**src/hw/btpm_pkg.sv**
```systemverilog
package btpm_pkg;
  localparam int BTPM_NLINK = 32;
  localparam int BTPM_SELW = 5;
  localparam int BTPM_ADDRW = 12;
  localparam int BTPM_CNTW = 16;
  // register byte offsets
  localparam logic [11:0] BTPM_OFS_TEST_CTRL = 12'h020;
  localparam logic [11:0] BTPM_OFS_EVT_SEL = 12'h024;
  localparam logic [11:0] BTPM_OFS_LOOPBACK = 12'h028;
  localparam logic [11:0] BTPM_OFS_CNT1 = 12'h02c;
  localparam logic [11:0] BTPM_OFS_CNT2 = 12'h030;
  localparam logic [11:0] BTPM_OFS_IRQ_STAT = 12'h034;
  localparam logic [11:0] BTPM_OFS_IRQ_MASK = 12'h038;
  // test port control fields
  localparam int BTPM_RX_SEL_LSB = 0;
  localparam int BTPM_RX_EN_BIT = 7;
  localparam int BTPM_TX_SEL_LSB = 8;
  localparam int BTPM_TX_EN_BIT = 15;
  localparam logic [31:0] BTPM_TEST_CTRL_MASK = 32'h0000_9f9f;
  // event select fields
  localparam int BTPM_NEVT = 7;
  localparam int BTPM_CNT1_LSB = 0;
  localparam int BTPM_CNT2_LSB = 8;
  localparam logic [31:0] BTPM_EVT_SEL_MASK = 32'h0000_7f7f;
  // event bit order within each seven-bit group
  localparam int BTPM_EV_SMALL = 0;
  localparam int BTPM_EV_FCS = 1;
  localparam int BTPM_EV_RXABRT = 2;
  localparam int BTPM_EV_LEN = 3;
  localparam int BTPM_EV_RXGOOD = 4;
  localparam int BTPM_EV_TXABRT = 5;
  localparam int BTPM_EV_TXGOOD = 6;
  // packet length limits in bits
  localparam int BTPM_MIN_BITS_16 = 32;
  localparam int BTPM_MIN_BITS_32 = 48;
  localparam int BTPM_ABORT_ONES = 7;
  localparam int BTPM_LENW = 16;
  // interrupt status bits
  localparam int BTPM_IRQ_CNT1_WRAP = 0;
  localparam int BTPM_IRQ_CNT2_WRAP = 1;
  localparam int BTPM_NIRQ = 2;
  // reset values
  localparam logic [31:0] BTPM_RST_WORD = 32'h0000_0000;
  typedef enum logic [1:0] {
    BTPM_CRC_NONE = 2'h0,
    BTPM_CRC_UNSPEC = 2'h1,
    BTPM_CRC_16 = 2'h2,
    BTPM_CRC_32 = 2'h3
  } btpm_crc_t;
endpackage

```
**src/hw/btpm_sync.sv**
```systemverilog
`timescale 1ns/10ps
module btpm_sync
  import btpm_pkg::*;
#(
  parameter int W = 1
)(
  input wire logic clk,
  input wire logic rstn,
  input wire logic [W-1:0] d,
  output logic [W-1:0] q
);
  logic [W-1:0] meta_ff;
  logic [W-1:0] q_ff;

  always_ff @(posedge clk)
  begin
    if (!rstn)
    begin
      meta_ff <= '0;
      q_ff <= '0;
    end
    else
    begin
      meta_ff <= d;
      q_ff <= meta_ff;
    end
  end

  assign q = q_ff;
endmodule

```
**src/hw/btpm_evcnt.sv**
```systemverilog
`timescale 1ns/10ps
module btpm_evcnt
  import btpm_pkg::*;
#(
  parameter int CW = BTPM_CNTW
)(
  input wire logic clk,
  input wire logic rstn,
  input wire logic [BTPM_NEVT-1:0] event_enable,
  input wire logic [BTPM_NEVT-1:0] event_pulse,
  input wire logic clear,
  output logic [CW-1:0] count,
  output logic wrap
);
  logic [CW-1:0] cnt_ff;
  logic wrap_ff;
  wire hit = |(event_enable & event_pulse);
  wire [CW-1:0] nxt_cnt = cnt_ff + CW'(1);

  // one step per cycle even when several enabled events coincide
  always_ff @(posedge clk)
  begin
    if (!rstn)
    begin
      cnt_ff <= '0;
      wrap_ff <= 1'b0;
    end
    else
    begin
      wrap_ff <= hit && (&cnt_ff);
      if (hit)
        cnt_ff <= nxt_cnt;
      else if (clear)
        cnt_ff <= '0;
    end
  end

  assign count = cnt_ff;
  assign wrap = wrap_ff;
endmodule

```
**src/hw/btpm_top.sv**
```systemverilog
// Summary of operation
// - each register is written as a whole word; an access with all byte enables low does nothing.
// - with receive test enabled, test data and clock follow the receive link picked by the select field.
// - with receive test disabled, the receive test outputs float and the select field is ignored.
// - with transmit test enabled and no loopback on the chosen link, its transmit data is the test input.
// - with transmit test enabled, the transmit test clock is a copy of the chosen link's transmit clock.
// - with transmit test disabled, links not in loopback run normally, the test clock floats, the select is ignored.
// - a link in line loopback sends its receive data, updated on the falling receive clock, over test data.
// - two counters each have seven event enables, bits 0 to 6 and 8 to 14; enabled events count.
// - a small packet is under 32 bits with no, unspecified or 16-bit check, or under 48 with 32-bit check.
// - a received packet whose check sequence disagrees with the computed residue is counted.
// - a receive abort, seven or more ones in a row, is counted.
// - a packet over the maximum length or not a whole number of octets is counted.
// - a packet received without error is counted.
// - each abort inserted in an outgoing stream is counted.
// - each packet transmitted without error is counted.
`timescale 1ns/10ps
module btpm_top
  import btpm_pkg::*;
#(
  parameter int NLINK = BTPM_NLINK,
  parameter int CW = BTPM_CNTW
)(
  input wire logic clk,
  input wire logic rstn,
  input wire logic [BTPM_ADDRW-1:0] reg_addr,
  input wire logic [31:0] reg_wdata,
  input wire logic [3:0] reg_byte_en,
  input wire logic reg_wr,
  input wire logic reg_rd,
  output logic [31:0] reg_rdata,
  output logic irq,
  input wire logic [NLINK-1:0] link_rx_data,
  input wire logic [NLINK-1:0] link_rx_clock,
  input wire logic [NLINK-1:0] link_tx_clock,
  input wire logic [NLINK-1:0] link_tx_data_normal,
  output logic [NLINK-1:0] link_tx_data,
  output logic rx_test_data_out,
  output logic rx_test_data_out_oe,
  output logic rx_test_clock_out,
  output logic rx_test_clock_out_oe,
  input wire logic tx_test_data_in,
  output logic tx_test_clock_out,
  output logic tx_test_clock_out_oe,
  input wire logic rx_pkt_end,
  input wire logic [BTPM_LENW-1:0] rx_pkt_bits,
  input wire logic [1:0] rx_crc_mode,
  input wire logic rx_fcs_mismatch,
  input wire logic [BTPM_LENW-1:0] rx_max_bits,
  input wire logic rx_bit_valid,
  input wire logic rx_bit,
  input wire logic tx_abort_inserted,
  input wire logic tx_pkt_good
);

  ////////////////////////////////////////////////////////////////
  // register port

  logic [31:0] test_ctrl_ff;
  logic [31:0] evt_sel_ff;
  logic [NLINK-1:0] loopback_ff;
  logic [BTPM_NIRQ-1:0] irq_stat_ff;
  logic [BTPM_NIRQ-1:0] irq_mask_ff;
  logic [31:0] rdata_ff;
  logic irq_ff;

  wire any_lane = |reg_byte_en;
  wire wr_ok = reg_wr && any_lane;
  wire rd_ok = reg_rd && any_lane;
  wire sel_test = reg_addr == BTPM_OFS_TEST_CTRL;
  wire sel_evt = reg_addr == BTPM_OFS_EVT_SEL;
  wire sel_lb = reg_addr == BTPM_OFS_LOOPBACK;
  wire sel_cnt1 = reg_addr == BTPM_OFS_CNT1;
  wire sel_cnt2 = reg_addr == BTPM_OFS_CNT2;
  wire sel_stat = reg_addr == BTPM_OFS_IRQ_STAT;
  wire sel_mask = reg_addr == BTPM_OFS_IRQ_MASK;

  logic [CW-1:0] cnt1;
  logic [CW-1:0] cnt2;
  logic wrap1;
  logic wrap2;
  wire [BTPM_NIRQ-1:0] irq_evt = {wrap2, wrap1};

  // unmapped addresses read as zero
  wire [31:0] nxt_rdata =
    sel_test ? test_ctrl_ff :
    sel_evt ? evt_sel_ff :
    sel_lb ? 32'(loopback_ff) :
    sel_cnt1 ? 32'(cnt1) :
    sel_cnt2 ? 32'(cnt2) :
    sel_stat ? 32'(irq_stat_ff) :
    sel_mask ? 32'(irq_mask_ff) : 32'h0000_0000;

  // whole-word write, byte lanes otherwise ignored
  always_ff @(posedge clk)
  begin
    if (!rstn)
      test_ctrl_ff <= BTPM_RST_WORD;
    else if (wr_ok && sel_test)
      test_ctrl_ff <= reg_wdata & BTPM_TEST_CTRL_MASK;
  end

  always_ff @(posedge clk)
  begin
    if (!rstn)
      evt_sel_ff <= BTPM_RST_WORD;
    else if (wr_ok && sel_evt)
      evt_sel_ff <= reg_wdata & BTPM_EVT_SEL_MASK;
  end

  // one bit per link; loopback on a link outranks the test overwrite
  always_ff @(posedge clk)
  begin
    if (!rstn)
      loopback_ff <= '0;
    else if (wr_ok && sel_lb)
      loopback_ff <= reg_wdata[NLINK-1:0];
  end

  always_ff @(posedge clk)
  begin
    if (!rstn)
      irq_mask_ff <= '0;
    else if (wr_ok && sel_mask)
      irq_mask_ff <= reg_wdata[BTPM_NIRQ-1:0];
  end

  always_ff @(posedge clk)
  begin
    if (!rstn)
      rdata_ff <= '0;
    else
      rdata_ff <= rd_ok ? nxt_rdata : 32'h0000_0000;
  end

  // read clears status; a new event in the same cycle survives
  wire [BTPM_NIRQ-1:0] nxt_irq_stat = ((rd_ok && sel_stat) ? '0 : irq_stat_ff) | irq_evt;
  // level output lags the status by one cycle so it comes straight from a flop
  wire nxt_irq = |(irq_stat_ff & irq_mask_ff);

  always_ff @(posedge clk)
  begin
    if (!rstn)
      irq_stat_ff <= '0;
    else
      irq_stat_ff <= nxt_irq_stat;
  end

  always_ff @(posedge clk)
  begin
    if (!rstn)
      irq_ff <= 1'b0;
    else
      irq_ff <= nxt_irq;
  end

  assign reg_rdata = rdata_ff;
  assign irq = irq_ff;

  ////////////////////////////////////////////////////////////////
  // test port routing

  wire rx_en = test_ctrl_ff[BTPM_RX_EN_BIT];
  wire tx_en = test_ctrl_ff[BTPM_TX_EN_BIT];
  wire [BTPM_SELW-1:0] rx_sel = test_ctrl_ff[BTPM_RX_SEL_LSB +: BTPM_SELW];
  wire [BTPM_SELW-1:0] tx_sel = test_ctrl_ff[BTPM_TX_SEL_LSB +: BTPM_SELW];

  logic [NLINK-1:0] rxd_s;
  logic [NLINK-1:0] rxc_s;
  logic [NLINK-1:0] txc_s;
  logic [NLINK-1:0] txn_s;
  logic tbd_s;

  btpm_sync #(.W(NLINK)) u_sync_rxd (.clk(clk), .rstn(rstn), .d(link_rx_data), .q(rxd_s));
  btpm_sync #(.W(NLINK)) u_sync_rxc (.clk(clk), .rstn(rstn), .d(link_rx_clock), .q(rxc_s));
  btpm_sync #(.W(NLINK)) u_sync_txc (.clk(clk), .rstn(rstn), .d(link_tx_clock), .q(txc_s));
  btpm_sync #(.W(NLINK)) u_sync_txn (.clk(clk), .rstn(rstn), .d(link_tx_data_normal), .q(txn_s));
  btpm_sync #(.W(1)) u_sync_tbd (.clk(clk), .rstn(rstn), .d(tx_test_data_in), .q(tbd_s));

  logic [NLINK-1:0] rxc_d_ff;
  logic [NLINK-1:0] lb_data_ff;
  logic [NLINK-1:0] txd_ff;
  logic rbd_ff;
  logic rx_test_clock_out_ff;
  logic rb_oe_ff;
  logic tx_test_clock_out_ff;
  logic tb_oe_ff;

  wire [NLINK-1:0] rx_fall = rxc_d_ff & ~rxc_s;
  // loopback data taken on the falling receive clock
  wire [NLINK-1:0] nxt_lb_data = (rx_fall & rxd_s) | (~rx_fall & lb_data_ff);
  wire [NLINK-1:0] tx_pick = tx_en ? (NLINK'(1) << tx_sel) : '0;
  wire [NLINK-1:0] ovw = tx_pick & ~loopback_ff;
  wire [NLINK-1:0] keep_normal = ~loopback_ff & ~ovw;
  wire [NLINK-1:0] nxt_txd =
    (loopback_ff & nxt_lb_data) |
    (ovw & {NLINK{tbd_s}}) |
    (keep_normal & txn_s);
  // the select fields only matter while their enables are set
  wire nxt_rbd = rx_en ? rxd_s[rx_sel] : 1'b0;
  wire nxt_rx_test_clock_out = rx_en ? rxc_s[rx_sel] : 1'b0;
  wire nxt_tx_test_clock_out = tx_en ? txc_s[tx_sel] : 1'b0;

  // outputs are resampled, so they lag the pins by three cycles
  always_ff @(posedge clk)
  begin
    if (!rstn)
    begin
      rxc_d_ff <= '0;
      lb_data_ff <= '0;
    end
    else
    begin
      rxc_d_ff <= rxc_s;
      lb_data_ff <= nxt_lb_data;
    end
  end

  always_ff @(posedge clk)
  begin
    if (!rstn)
      txd_ff <= '0;
    else
      txd_ff <= nxt_txd;
  end

  // enable and data share one stage so the pin never drives stale data
  always_ff @(posedge clk)
  begin
    if (!rstn)
    begin
      rbd_ff <= 1'b0;
      rx_test_clock_out_ff <= 1'b0;
      rb_oe_ff <= 1'b0;
    end
    else
    begin
      rbd_ff <= nxt_rbd;
      rx_test_clock_out_ff <= nxt_rx_test_clock_out;
      rb_oe_ff <= rx_en;
    end
  end

  // a resampled copy, so the test clock carries up to one cycle of jitter
  always_ff @(posedge clk)
  begin
    if (!rstn)
    begin
      tx_test_clock_out_ff <= 1'b0;
      tb_oe_ff <= 1'b0;
    end
    else
    begin
      tx_test_clock_out_ff <= nxt_tx_test_clock_out;
      tb_oe_ff <= tx_en;
    end
  end

  assign link_tx_data = txd_ff;
  assign rx_test_data_out = rbd_ff;
  assign rx_test_data_out_oe = rb_oe_ff;
  assign rx_test_clock_out = rx_test_clock_out_ff;
  assign rx_test_clock_out_oe = rb_oe_ff;
  assign tx_test_clock_out = tx_test_clock_out_ff;
  assign tx_test_clock_out_oe = tb_oe_ff;

  ////////////////////////////////////////////////////////////////
  // event detection

  logic [3:0] ones_ff;
  logic abort_seen_ff;

  function automatic logic is_small(input logic [BTPM_LENW-1:0] bits, input logic [1:0] mode);
    if (mode == BTPM_CRC_32)
      is_small = bits < BTPM_LENW'(BTPM_MIN_BITS_32);
    else
      is_small = bits < BTPM_LENW'(BTPM_MIN_BITS_16);
  endfunction

  wire ev_small = rx_pkt_end && is_small(rx_pkt_bits, rx_crc_mode);
  wire ev_fcs = rx_pkt_end && rx_fcs_mismatch;
  wire len_over = rx_pkt_bits > rx_max_bits;
  wire len_odd = rx_pkt_bits[2:0] != 3'h0;
  wire ev_len = rx_pkt_end && (len_over || len_odd);
  wire ev_good = rx_pkt_end && !ev_small && !ev_fcs && !ev_len;
  wire [3:0] nxt_ones = (ones_ff == 4'(BTPM_ABORT_ONES)) ? ones_ff : ones_ff + 4'h1;
  // one count per run of seven or more ones, however long
  wire ev_abort = rx_bit_valid && rx_bit && (nxt_ones == 4'(BTPM_ABORT_ONES)) && !abort_seen_ff;

  always_ff @(posedge clk)
  begin
    if (!rstn)
    begin
      ones_ff <= '0;
      abort_seen_ff <= 1'b0;
    end
    else if (rx_bit_valid)
    begin
      ones_ff <= rx_bit ? nxt_ones : 4'h0;
      abort_seen_ff <= rx_bit && (abort_seen_ff || ev_abort);
    end
  end

  logic [BTPM_NEVT-1:0] ev_vec;
  always_comb
  begin
    ev_vec = '0;
    ev_vec[BTPM_EV_SMALL] = ev_small;
    ev_vec[BTPM_EV_FCS] = ev_fcs;
    ev_vec[BTPM_EV_RXABRT] = ev_abort;
    ev_vec[BTPM_EV_LEN] = ev_len;
    ev_vec[BTPM_EV_RXGOOD] = ev_good;
    ev_vec[BTPM_EV_TXABRT] = tx_abort_inserted;
    ev_vec[BTPM_EV_TXGOOD] = tx_pkt_good;
  end

  // a write to a counter clears it unless an enabled event hits in that cycle; the data word is not used
  wire clr1 = wr_ok && sel_cnt1;
  wire clr2 = wr_ok && sel_cnt2;

  // both counters see the same event vector independently
  btpm_evcnt #(.CW(CW)) u_cnt1 (
    .clk(clk),
    .rstn(rstn),
    .event_enable(evt_sel_ff[BTPM_CNT1_LSB +: BTPM_NEVT]),
    .event_pulse(ev_vec),
    .clear(clr1),
    .count(cnt1),
    .wrap(wrap1)
  );

  btpm_evcnt #(.CW(CW)) u_cnt2 (
    .clk(clk),
    .rstn(rstn),
    .event_enable(evt_sel_ff[BTPM_CNT2_LSB +: BTPM_NEVT]),
    .event_pulse(ev_vec),
    .clear(clr2),
    .count(cnt2),
    .wrap(wrap2)
  );

endmodule

```
**config.mk**
```make
export PLATFORM = sky130hd
export DESIGN_NAME = btpm_top
export DESIGN_NICKNAME = d
export VERILOG_FILES = /design/src/hw/btpm_pkg.sv /design/src/hw/btpm_sync.sv /design/src/hw/btpm_evcnt.sv /design/src/hw/btpm_top.sv
export SDC_FILE = /design/constraint.sdc
export NUM_CORES = 1
export LEC_CHECK = 0
export BUFFER_PORTS_ARGS = -buffer_cell sky130_fd_sc_hd__buf_2
export CORE_AREA = 10 10 194 196
export CTS_CLUSTER_DIAMETER = 150
export DETAILED_ROUTE_END_ITERATION = 16
export DIE_AREA = 0 0 204 206
export GPL_TIMING_DRIVEN = 0
export PLACE_DENSITY_LB_ADDON = 0.25
export SYNTH_ARGS = -nofsm -noshare
export SYNTH_HDL_FRONTEND = slang
export SYNTH_HIERARCHICAL = 1
export SYNTH_SLANG_ARGS = --single-unit
```
**constraint.sdc**
```tcl
create_clock -name clk -period 3.5 [get_ports clk]
set_input_delay 0.7 -clock clk [delete_from_list [all_inputs] [get_ports clk]]
set_output_delay 0.7 -clock clk [all_outputs]
set_load 0.02 [all_outputs]
```
# Word-level counts from Yosys, hierarchy flattened
# Index checks and enable logic that the tools add are counted.
word_totals:
  in_bits: 221
  elab_cells: 135
  regBits: 493
classes:
  n_lt_le_gt_ge: 5
  n_bitwise: 20
  reduce_logical: 41
  n_addsub: 3
  eq_ne: 10
  n_shift: 1
  mux: 22
ops:
  columns: ["op", "count"]
  rows:
  - ["bitwise AND 32 bit", 8]
  - ["2-to-1 mux 16 bit", 8]
  - ["inverter 32 bit", 4]
  - ["OR 32 bit", 3]
  - ["== test 12 x 6 -> 1 bit, second input constant", 7]
  - ["2-to-1 mux 32 bit", 2]
  - ["adder 16 x 1 -> 16 bit, second input constant", 2]
  - ["less-than comparator 16 x 6 -> 1 bit, second input constant", 2]
  - ["AND reduction 16 bit", 2]
  - ["left shift 1 x 5 -> 32 bit, first input constant", 1]
  - ["logical AND 1 bit", 21]
  - ["greater-than comparator 16 bit", 1]
  - ["binary-select mux 1 bit (select 5 bit)", 3]
  - ["bitwise AND 7 bit", 2]
  - ["OR reduction 7 bit", 2]
  - ["less-than comparator 5 x 6 -> 1 bit, second input constant", 2]
  - ["== test 4 x 3 -> 1 bit, second input constant", 2]
  - ["2-to-1 mux 4 bit", 2]
  - ["2-to-1 mux 2 bit", 3]
  - ["AND reduction 2 bit", 3]
  - ["adder 4 x 1 -> 4 bit, second input constant", 1]
  - ["zero test 1 bit", 4]
  - ["2-to-1 mux 1 bit", 4]
  - ["nonzero test 2 bit", 2]
  - ["other kinds (9)", 11]

# Longest topological paths before layout
# Gate-level depths: netlist (run 1).
depth:
  word_depth: 10
  ltp_mapped: 13
  depth_no_buf: 11

# By module
# Netlist (run 1), hierarchy kept.
by_module_without_submodules:
  columns: ["module", "instances", "seq_area_each_um2", "area_per_inst_um2", "cells_each"]
  rows:
  - ["btpm_top", 1, 4023.9, 9634.2, 1042]
  - ["btpm_sync at u_sync_rxc ...", 4, 1281.2, 1791.7, 134]
  - ["btpm_evcnt", 2, 340.3, 945.9, 111]
  - ["btpm_sync at u_sync_tbd", 1, 40.0, 52.6, 4]

# Least setup slack after synthesis (run 1)
# OpenSTA, ideal clock, no wires.
synth_timing:
  kind: "input to register"
  from: "in rx_max_bits[15]"
  to: "reg u_cnt2.cnt_ff[13], in the netlist u_cnt2/count[13]"
  slack_ns: 0.438
  setup_time_ns: 0.058
  n_path_buf: 2
  required_ns: 3.442
  path_stages: 13
  arrival_time_ns: 3.003
  cell_sequence: "inv_1 > ha_1 > nand4_1 > nor4_1 > and3_1 > a31oi_1 > nor4b_1 > a22oi_1 > and3_1 > buf_6 > buf_8 > nor4_1 > o211a_1"
synth_between:
  elab_chain_cells: 8
  word_cells_on_any_way: 9
  classes_between: "1 x order compare; 1 x mux; 1 x bitwise; 6 x reduce/logical"
synth_rtl:
  columns: ["element", "line_no", "text"]
  rows:
  - ["from (decl)", "btpm_top.sv:49", "input wire logic [BTPM_LENW-1:0] rx_max_bits,"]
  - ["greater-than comparator 16 bit (*)", "btpm_top.sv:282", "wire len_over = rx_pkt_bits > rx_max_bits;"]
  - ["logical OR 1 bit (*)", "btpm_top.sv:284", "wire ev_len = rx_pkt_end && (len_over || len_odd);"]
  - ["logical AND 1 bit (*)", "btpm_top.sv:284", null]
  - ["zero test 1 bit (*)", "btpm_top.sv:285", "wire ev_good = rx_pkt_end && !ev_small && !ev_fcs && !ev_len;"]
  - ["logical AND 1 bit (*)", "btpm_top.sv:285", null]
  - ["via ev_good", "btpm_top.sv:285", null]
  - ["bitwise AND 7 bit (*)", "btpm_evcnt.sv:17", "wire hit = |(event_enable & event_pulse);"]
  - ["OR reduction 7 bit (*)", "btpm_evcnt.sv:17", null]
  - ["2-to-1 mux 16 bit or nonzero test 2 bit (tied branches)", null, null]
  - ["to (signal assigned)", "btpm_evcnt.sv:32", "cnt_ff <= nxt_cnt;"]
  - ["to (decl)", "btpm_evcnt.sv:15", "logic [CW-1:0] cnt_ff;"]
# Mark *: on every way through the listed nets, which the timed path passes. The rest lies on a longest branch.
# A chain may end at the register's enable or synchronous reset.

# Final worst setup path (run 1)
layout_timing:
  from: "in rx_pkt_bits[15]"
  to: "reg u_cnt1.cnt_ff[2], in the netlist u_cnt1/count[2]"
layout_between:
  elab_chain_cells: 10
  word_cells_on_any_way: 16
  classes_between: "3 x order compare; 2 x mux; 1 x bitwise; 10 x reduce/logical"
layout_rtl:
  columns: ["element", "line_no", "text"]
  rows:
  - ["from (decl)", "btpm_top.sv:46", "input wire logic [BTPM_LENW-1:0] rx_pkt_bits,"]
  - ["less-than comparator 16 x 6 -> 1 bit, on equally long branches", "btpm_top.sv:277, btpm_top.sv:275", null]
  - ["2-to-1 mux 1 bit", "btpm_top.sv:274", "if (mode == BTPM_CRC_32)"]
  - ["logical AND 1 bit", "btpm_top.sv:280", "wire ev_small = rx_pkt_end && is_small(rx_pkt_bits, rx_crc_mode);"]
  - ["zero test 1 bit", "btpm_top.sv:285", null]
  - ["logical AND 1 bit (2 in series)", "btpm_top.sv:285", null]
  - ["logical AND 1 bit (*)", "btpm_top.sv:285", null]
  - ["via ev_good", "btpm_top.sv:285", null]
  - ["bitwise AND 7 bit (*)", "btpm_evcnt.sv:17", null]
  - ["OR reduction 7 bit (*)", "btpm_evcnt.sv:17", null]
  - ["2-to-1 mux 16 bit or nonzero test 2 bit (tied branches)", null, null]
  - ["to (signal assigned)", "btpm_evcnt.sv:32", null]
  - ["to (decl)", "btpm_evcnt.sv:15", null]
# Marked as above.

==> results of run 1 <==
## worst max-delay path, cell delays in order
cell     delay [ns]
buf_2          0.11
ha_1           0.30
nand4_1        0.14
nor4_1         0.40
a21bo_2        0.27
a31oi_1        0.23
nor4b_1        0.12
a22oi_1        0.40
nand3_1        0.37
buf_2          0.32
a21oi_1        0.19
nor3_2         0.06
## metrics by stage
step                util (%)  TNS, ns
finish                  66.6        0
global route            66.5        0
CTS                     66.5        0
detailed placement      61.2    -2.95
global placement        61.2    -2.77
floorplan                  -        0
## cell type report
class	instances	area, sq um
antenna	3	7.51
buffer	97	464
clock buffer	58	1300
clock inverter	32	514
fill	2642	11400
inverter	37	139
multi-input combinational	1177	8270
sequential	493	9870
tap	455	569
timing repair buffer	291	1460
## power by group
part	switching, mW	internal, mW	total [mW]
clock network	2.24	3.57	5.81
logic	0.299	0.300	0.600
registers	0.0568	5.77	5.83
total	2.60	9.64	12.2
## cells by family after synthesis
kind of cell,after synthesis,synth area share (%)
buf+inv,134,3.22
simple gates,764,24.4
flops,493,52.6
mux,104,7.16
compound gates,290,11.3
fa+ha+maj,19,1.27
## flip-flops by register name, summed over array words and instances, names as in the netlist, 16 cells and up
name                count
u_cnt2/count           16
u_sync_txc/q           32
u_sync_txc/meta_ff     32
u_cnt1/count           16
u_sync_rxc/q           32
u_sync_txn/q           32
u_sync_rxc/meta_ff     32
reg_rdata              32
u_sync_rxd/meta_ff     32
u_sync_txn/meta_ff     32
link_tx_data           32
loopback_ff            32
lb_data_ff             32
rxc_d_ff               32
u_sync_rxd/q           32
## layout by cell type, fill, tap and decap left out, types with 6 or more instances in the layout
master     Yosys  final
a31oi_1        8      8
nand4_1       10     10
and3_1        26     26
dfxtp_1      493    493
bufinv_16      0     12
mux2_2        21     21
ha_1          19     19
o21ai_0       56     56
o22ai_1        6      6
nand2_1      182    182
o211a_1       20     20
and2_2       256    256
a41oi_1        6      6
a311oi_1      12     12
or2_2          6      6
mux2i_1       61     61
nand3_1       18     18
buf_2         17    308
buf_1          6      6
nor2b_1       86     86
o221a_1        6      6
nor4_1        14     14
and2_1        59     59
clkinv_2       0      7
nor2_1        46     46
mux4_2        22     22
a21boi_0      35     35
inv_1         37     37
o311a_1       16     16
clkbuf_1      44     49
clkbuf_16      0     49
a21oi_1       37     37
nor3_1        19     19
a22oi_1        9      9
nor3b_1        9      9
a21boi_1      30     30
clkbuf_2      24     24
## layer usage
metal	global-route usage [%]	vias to the layer above	part of all wire [%]
met1	31.5	6816	42
met2	43.4	561	48
li1	-	6885	-
met3	4.94	86	6.9
met5	0	-	0
met4	8.36	0	2.9
## worst max path at each step
stage,start,end,slack (ns)
2_1_floorplan,rx_max_bits[15],u_cnt2/count[13],0.44
3_3_place_gp,rx_pkt_bits[15],u_cnt1/count[2],-0.21
3_5_place_dp,rx_pkt_bits[15],u_cnt1/count[2],-0.22
4_1_cts,rx_pkt_bits[15],u_cnt1/count[2],0.35
5_1_grt,rx_max_bits[13],u_cnt1/count[12],0.10
6_report,rx_pkt_bits[15],u_cnt1/count[2],0.32
==> qor.yml, run 1 <==
outcome: "complete, no violations"
final_period_minus_worst_setup_slack_ns: 3.18
finish.instance_area_sq_um: 22600
detail_route.first_pass.iterations: 5
grt_usage_pct: 25.3
detailedPlace.worstSlack_ns: -0.218
whs_ns: 0.345
drt_wl_total_um: 55000
synth_top_flop_cell: "dfxtp_1"
die_h_um: 206
synth_cell_count_leaders: "dfxtp_1 (493), and2_2 (256), nand2_1 (182)"
timing.final.ws_setup_ns: 0.318
post_cts_hold_buffer_count: 0
worst-endpoint-arrival_ns: 3.61
pin_count: 292
finalHoldViolations: 0
hold_start: "link_rx_clock[30]"
synth_edf_count: 0
relSlewSlack_pct: 23.8
maxSlewViolCount: 0
clock_path_buffers: 3
yosysUniqueCellTypes: 70
synthesis.yosys.warnings: 6
place.gp.congestion: 0.976
number_of_flip_flops_and_latches_in_the_synthesized_netlist: 493
ctsRootBufferMaster: "clkbuf_16"
critPathCaptureType: "flop"
power.leakage_nw: 9.57
setup.worst_path.start_class: "input pin"
portBuffers: 291
finalNonFillerCells: 2643
vias_in_the_first_global_route: 14400
placedCellCount: 2550
dp_hpwl_um: 42500
detailed_route_vias_per_instance: 5.43
seq_area_frac_synth_pct: 52.6
syn_to_final_growth_pct: 20.5
fin_total_pwr_mw: 12.2
detailed_route_via_count: 14300
cts_post_setup_buffers_inserted: 0
route.detailed.wl_per_inst_um: 20.8
timing_worst_slew_pin_value_ns: 1.14
cts_htree_levels: 2
critical_path_required_ns: 3.93
ys_top_cells_by_area: "dfxtp_1 (53%), and2_2 (10%), nand2_1 (3.6%)"
syn_nets: 2044
drt_iter0_markers: 979
worstRegToRegCells: 10
coreArea_sq_um: 33900
worst_hold_path_type: "in2reg"
grt_pass1_wl_um: 82800
die_width_um: 204
maximum_number_of_pins_on_one_net_before_global_route_repair: 52
post_cts_resize_count: 0
cp_max_fo: 10
drtAntennaViolNets: 0
num_rows: 68
synth_largest_type_area_fraction_pct: 52.6
yosysMostFrequentCell: "dfxtp_1"
clock_pin_slew_of_the_registers_on_the_worst_case_setup_and_hold_paths_ns: 0.06
dpl-instance-area_sq_um: 20800
vdd.ir_drop.worst_mv: 0.441
min_path_cells: 2
die_area_sq_um: 42000
min_delay_endpoint: "u_sync_rxc/meta_ff[30]"
worst_setup_slack_for_register_to_register_paths_ns: 0.43
mappedNetlistArea_sq_um: 18700
synthCells: 1804
final_layout_size_suffix_gt1_share_pct: 34.1
setup_viol_count_final: 0
r2r_end: "u_cnt1/count[2]"
drc_violation_count_after_routing: 0
drv_cap: 0
cts.sinks: 493
p_per_area_nw_per_um2: 542
start_util_pct: 55.2
antenna_violations_before_repair: 3
synthesis.area_per_instance_sq_um: 10.4
tritoncts: "done"
postSynth.asyncResetShare_pct: 0
synth_top_area_cell: "dfxtp_1"
max_freq_ghz: 0.314
skew_ns: 0.0196
number_of_buffers_created_by_cts: 49
r2r_start: "ones_ff[0]"
fin_crit_sh_pct: 90.9
num-nets-final: 2386
critical_setup_path_class: "in2reg"
grt-ovfl-total: 0
insertion_delay_ns: 0.57
setup_repair_after_global_routing_missed_its_margin: "false"
(Power assumes the default switching activity.)
==> inputs of run 2 (changes only) <==
CORE_AREA = 10 10 216 218   (was 10 10 194 196)
CTS_BUF_LIST = sky130_fd_sc_hd__clkbuf_16   (was not set)
DIE_AREA = 0 0 226 228   (was 0 0 204 206)
==> run 2 against run 1 <==
  * Sequential power barely moved
  * Die area increased by 23%
  * First-iteration DRC count grew 11%
  * Worst hold slack got worse by 0.029 ns
  * Highest routed layer is now met5
==> qor.yml, run 2 (synthesis results as in run 1) <==
clock_pin_slew_of_the_registers_on_the_worst_case_setup_and_hold_paths_ns: 0.07
skew_ns: 0.0248
crit_chain: "buf_2 > ha_1 > nand4_1 > nor4_1 > a21bo_2 > a31oi_1 > nor4b_1 > a22oi_1 > nand3_1 > buf_2 > a21oi_1 > nor3_2"
critPathCaptureType: "flop"
worstRegToRegCells: 10
r2r_end: "u_cnt1/count[2]"
clock_path_buffers: 3
max_freq_ghz: 0.295
vias_in_the_first_global_route: 14700
worst_setup_slack_for_register_to_register_paths_ns: 0.25
worst_hold_path_type: "in2reg"
detail_route.first_pass.iterations: 7
num-nets-final: 2386
grt_usage_pct: 21.4
drtAntennaViolNets: 0
antenna_violations_before_repair: 3
portBuffers: 291
crit_path_end: "u_cnt1/count[2]"
detailed_route_via_count: 14300
fin_crit_sh_pct: 96.9
tritoncts: "done"
power.leakage_nw: 9.55
detailed_route_vias_per_instance: 5.25
final.setup.tns_ns: 0
worst-endpoint-arrival_ns: 3.85
grt-ovfl-total: 0
finalHoldViolations: 0
route.detailed.wl_per_inst_um: 20.7
timing_startpoint_of_the_critical_path: "rx_pkt_bits[14]"
critical_path_required_ns: 3.96
mostFrequentLayoutCell: "dfxtp_1"
timing_worst_slew_pin_value_ns: 1.28
grt_pass1_wl_um: 85600
setup_viol_count_final: 0
coreArea_sq_um: 42500
layout.filler_cells: 3803
fin_total_pwr_mw: 12.0
die_width_um: 226
relSlewSlack_pct: 14.8
antenna_fix_cells: 0
dpl-instance-area_sq_um: 20900
post_cts_hold_buffer_count: 0
finish.instance_area_sq_um: 22600
die_h_um: 228
start_util_pct: 44.1
p_per_area_nw_per_um2: 530
final_period_minus_worst_setup_slack_ns: 3.39
layout.core_utilization_pct: 53.2
maxSlewViolCount: 0
max_stage_delay_ns: 0.47
r2r_start: "ones_ff[0]"
dp_hpwl_um: 43700
critical_path_buf_inv_count: 2
drt_wl_total_um: 56600
mostFrequentLayoutCells: "dfxtp_1 (493), buf_2 (308), and2_2 (256), nand2_1 (182), nor2b_1 (86)"
final_layout_size_suffix_gt1_share_pct: 33.7
pin_count: 292
critical_setup_path_class: "in2reg"
num_rows: 76
setup_repair_after_global_routing_missed_its_margin: "false"
syn_to_final_growth_pct: 20.7
drt_iter0_markers: 1082
ctsRootBufferMaster: "clkbuf_16"
vdd.ir_drop.worst_mv: 0.341
cp_max_fo: 10
die_area_sq_um: 51500
maximum_number_of_pins_on_one_net_before_global_route_repair: 52
outcome: "complete, no violations"
drc_violation_count_after_routing: 0
cts.sinks: 493
detailedPlace.worstSlack_ns: -0.472
worst_path_dominant_cell_family: "compound AO/OA/AOI/OAI gates"
worst_path_most_repeated_cell: "buf_2"
cts_post_setup_buffers_inserted: 0
number_of_buffers_created_by_cts: 49
cts_htree_levels: 2
post_cts_resize_count: 0
insertion_delay_ns: 0.60
drv_cap: 0
setup.worst_path.start_class: "input pin"
timing.final.ws_setup_ns: 0.108
place.gp.congestion: 0.966
crit_slowest_cell: "a22oi_1"
timing.critical_path.depth: 12
run 2: how the worst min path moves through the flow:
stage	startpoint	endpoint	slack, ns	cells after the start
after floorplan	u_sync_tbd/meta_ff	u_sync_tbd/q	0.41	1
after global placement	u_sync_txn/meta_ff[10]	u_sync_txn/q[10]	0.43	1
after detailed placement	u_sync_txn/meta_ff[29]	u_sync_txn/q[29]	0.43	1
after CTS	tx_test_data_in	u_sync_tbd/meta_ff	0.28	2
after global routing	link_tx_clock[3]	u_sync_txc/meta_ff[3]	0.30	2
final	tx_test_data_in	u_sync_tbd/meta_ff	0.32	2
run 2: power by group:
group,switching (mW),leakage [nW],internal [mW],total [mW]
sequential,0.0596,4.03,5.77,5.83
clock,2.24,0.854,3.31,5.55
combinational,0.304,4.66,0.300,0.605
total,2.60,9.55,9.39,12.0
run 2: metal layers:
metal  part of all wire [%]  track usage (%)  vias up
li1                       -                -     6861
met5                  0.044                0        -
met1                     44             28.2     6867
met3                    7.7             4.81       77
met2                     46             34.9      525
met4                    2.1             5.34        4
run 2: through the flow:
stage	hold WS, ns	std cells
2_1_floorplan	0.412	1804
3_3_place_gp	0.431	2641
3_5_place_dp	0.432	2641
4_1_cts	0.284	2732
5_1_grt	0.302	2732
6_report	0.316	2732
run 2: cell type report:
class / count / area [sq um] / area share [%]
inverter: 37 / 139 / 0.614
tap: 546 / 683 / 3.02
clock buffer: 49 / 1230 / 5.42
buffer: 97 / 464 / 2.05
clock inverter: 42 / 502 / 2.22
sequential: 493 / 9870 / 43.6
multi-input combinational: 1177 / 8280 / 36.6
timing repair buffer: 291 / 1460 / 6.44
==> inputs of run 3 (changes only) <==
CORE_AREA = 10 10 210 212   (was 10 10 216 218)
DIE_AREA = 0 0 220 222   (was 0 0 226 228)
SYNTH_HIERARCHICAL = not set   (was 1)
==> run 3 against run 2 <==
  * Worst hold slack gained 0.0052 ns
  * Clock skew grew 0.0010 ns
  * Sequential power is essentially flat
  * Core utilization grew 1.1 points
  * Non-clock buffer count shrank 1
  * Total power shrank 0.76%
  * Synthesized area shrank 5.4%
  * Design area shrank 4.8%
  * Largest cell class unchanged
==> qor.yml, run 3 <==
cts_htree_levels: 2
vias_in_the_first_global_route: 13700
tritoncts: "done"
coreArea_sq_um: 39600
wire_length_the_detailed_router_placed_on_met1_um: 23000
layout.filler_cells: 3565
simple_gate_fraction_of_synth_area_pct: 23.1
critPathCaptureType: "flop"
final.setup.tns_ns: 0
num-nets-final: 2321
finish.instance_area_sq_um: 21500
regArea_sq_um: 9870
clock_pin_slew_of_the_registers_on_the_worst_case_setup_and_hold_paths_ns: 0.06
critical_setup_path_class: "reg2reg"
dp_hpwl_um: 41900
p_per_area_nw_per_um2: 553
yosys.area_share.xor_xnor_pct: 0.247
synth_cell_count_leaders: "dfxtp_1 (493), and2_1 (309), nand2_1 (163)"
met2_wl_um: 25200
maxSlewViolCount: 0
setup_repair_after_global_routing_missed_its_margin: "false"
vdd.ir_drop.worst_mv: 0.388
finalHoldViolations: 0
seq_area_frac_synth_pct: 55.7
detail_route.first_pass.iterations: 5
start_util_pct: 44.7
final_layout_size_suffix_gt1_share_pct: 21.0
synth_fa_ha_area_share_pct: 1.34
post_cts_hold_buffer_count: 0
insertion_delay_ns: 0.59
outcome: "complete, no violations"
drv_cap: 0
critical_path_required_ns: 3.93
cp_max_fo: 10
antenna_violations_before_repair: 4
yosys-mux-area-fraction_pct: 7.31
pin_count: 292
synth_largest_type_area_fraction_pct: 55.7
cts.sinks: 493
drt_wl_total_um: 53700
multi_input_area_sq_um: 7370
synthesis.yosys.warnings: 0
detailed_route_vias_per_instance: 5.17
synth_top_flop_cell: "dfxtp_1"
grt-ovfl-total: 0
setup.worst_path.start_class: "flop"
place.gp.congestion: 0.955
drtAntennaViolNets: 0
number_of_buffers_created_by_cts: 48
mappedNetlistArea_sq_um: 17700
portBuffers: 290
detailed_route_via_count: 13700
die_width_um: 220
postSynth.asyncResetShare_pct: 0
syn_to_final_growth_pct: 21.4
die_h_um: 222
power.leakage_nw: 8.73
highest-signal-layer: "met5"
grt_pass1_wl_um: 80500
mostFrequentLayoutCells: "dfxtp_1 (493), and2_1 (309), buf_2 (299), nand2_1 (163), nor2_1 (104)"
synth_top_area_cell: "dfxtp_1"
die_area_sq_um: 48800
synthCells: 1741
worst-endpoint-arrival_ns: 3.59
clock_path_buffers: 3
grt_usage_pct: 21.3
drt_iter0_markers: 862
ctsRootBufferMaster: "clkbuf_16"
yosysUniqueCellTypes: 65
timing_worst_slew_pin_value_ns: 1.18
mostFrequentLayoutCell: "dfxtp_1"
cts_post_setup_buffers_inserted: 0
final_period_minus_worst_setup_slack_ns: 3.16
drc_violation_count_after_routing: 0
met3WireLength_um: 4570
synth_edf_count: 0
syn_nets: 1981
maximum_number_of_pins_on_one_net_before_global_route_repair: 17
dpl-instance-area_sq_um: 19800
setup_viol_count_final: 0
route.detailed.wl_per_inst_um: 20.3
ys_top_cells_by_area: "dfxtp_1 (56%), and2_1 (11%), mux4_2 (3.8%)"
skew_ns: 0.0258
yosysMostFrequentCell: "dfxtp_1"
synth-compound-area-share_pct: 9.53
number_of_flip_flops_and_latches_in_the_synthesized_netlist: 493
fin_crit_sh_pct: 90.3
largest_family_of_logic_cells_by_synthesized_area: "simple AND/OR/NAND/NOR gates"
layout.core_utilization_pct: 54.3
max_freq_ghz: 0.317
synthesis.area_per_instance_sq_um: 10.2
num_rows: 73
worst_hold_path_type: "in2reg"
relSlewSlack_pct: 21.0
==> run 3: cell count changes after synthesis, moves of 28 or more <==
cell,delta
and2_2,-256
and2_1,+250
nor2_1,+58
a21oi_1,+55
nor2b_1,-48
clkbuf_1,+35
a21boi_1,-30
o21ai_0,-30
a211oi_1,+28
==> run 3: repair_timing <==
item	CTS	global route
setup endpoints to repair	0	10
endpoints found under the hold margin	0	0
resized for setup	0	1
==> run 3: worst paths after layout <==
path	start	endpoint	slack, ns	cells after the start
max	test_ctrl_ff[9]	link_tx_data[2]	0.34	5
min	link_tx_data_normal[30]	u_sync_txn.meta_ff[30]	0.32	2
max reg2reg	test_ctrl_ff[9]	link_tx_data[2]	0.34	5
min reg2reg	u_sync_txn.meta_ff[10]	u_sync_txn.q[10]	0.43	1
==> run 3: critical path: stages (launching register included) <==
cell and delay (ns):
dfxtp_1 0.32, clkbuf_1 0.52, clkbuf_1 0.49, nor3b_1 0.91, a311oi_1 0.26, a211oi_1 0.50
==> run 3: stage by stage <==
step | hold WS, ns | setup WS [ns] | power [mW] | cells
after floorplan | 0.412 | 0.575 | 6.25 | 1741
after global placement | 0.414 | -0.374 | 6.55 | 2556
after detailed placement | 0.417 | -0.400 | 6.56 | 2556
after CTS | 0.296 | 0.212 | 12.0 | 2644
after global routing | 0.307 | 0.133 | 12.3 | 2646
final | 0.321 | 0.341 | 11.9 | 2646
==> run 3: final cells by class <==
type / instances / area share (%)
tap: 525 / 3.05
multi-input combinational: 1126 / 34.3
clock buffer: 48 / 5.58
timing repair buffer: 290 / 6.74
antenna: 2 / 0.0233
inverter: 25 / 0.436
sequential: 493 / 45.9
buffer: 97 / 1.87
clock inverter: 40 / 2.19
==> run 3: routing by layer <==
layer  vias to the layer above  GRT usage [%]
li1                       6613              -
met1                      6482           27.8
met2                       510           34.8
met3                        61           4.82
met4                         2           5.75
met5                         -              0
==> run 3: report_power, final <==
group	internal, mW	switching [mW]
Sequential	5.77	0.0597
Combinational	0.269	0.337
Clock	3.25	2.21
Total	9.29	2.60
==> run 3: logic make-up after synthesis <==
family,Yosys count
AOI/OAI and AO/OA,252
xor gates and xnor gates,5
adders and majority gates,19
buffers and inverters,122
DFF,493
muxes,90
and+or+nand+nor,760
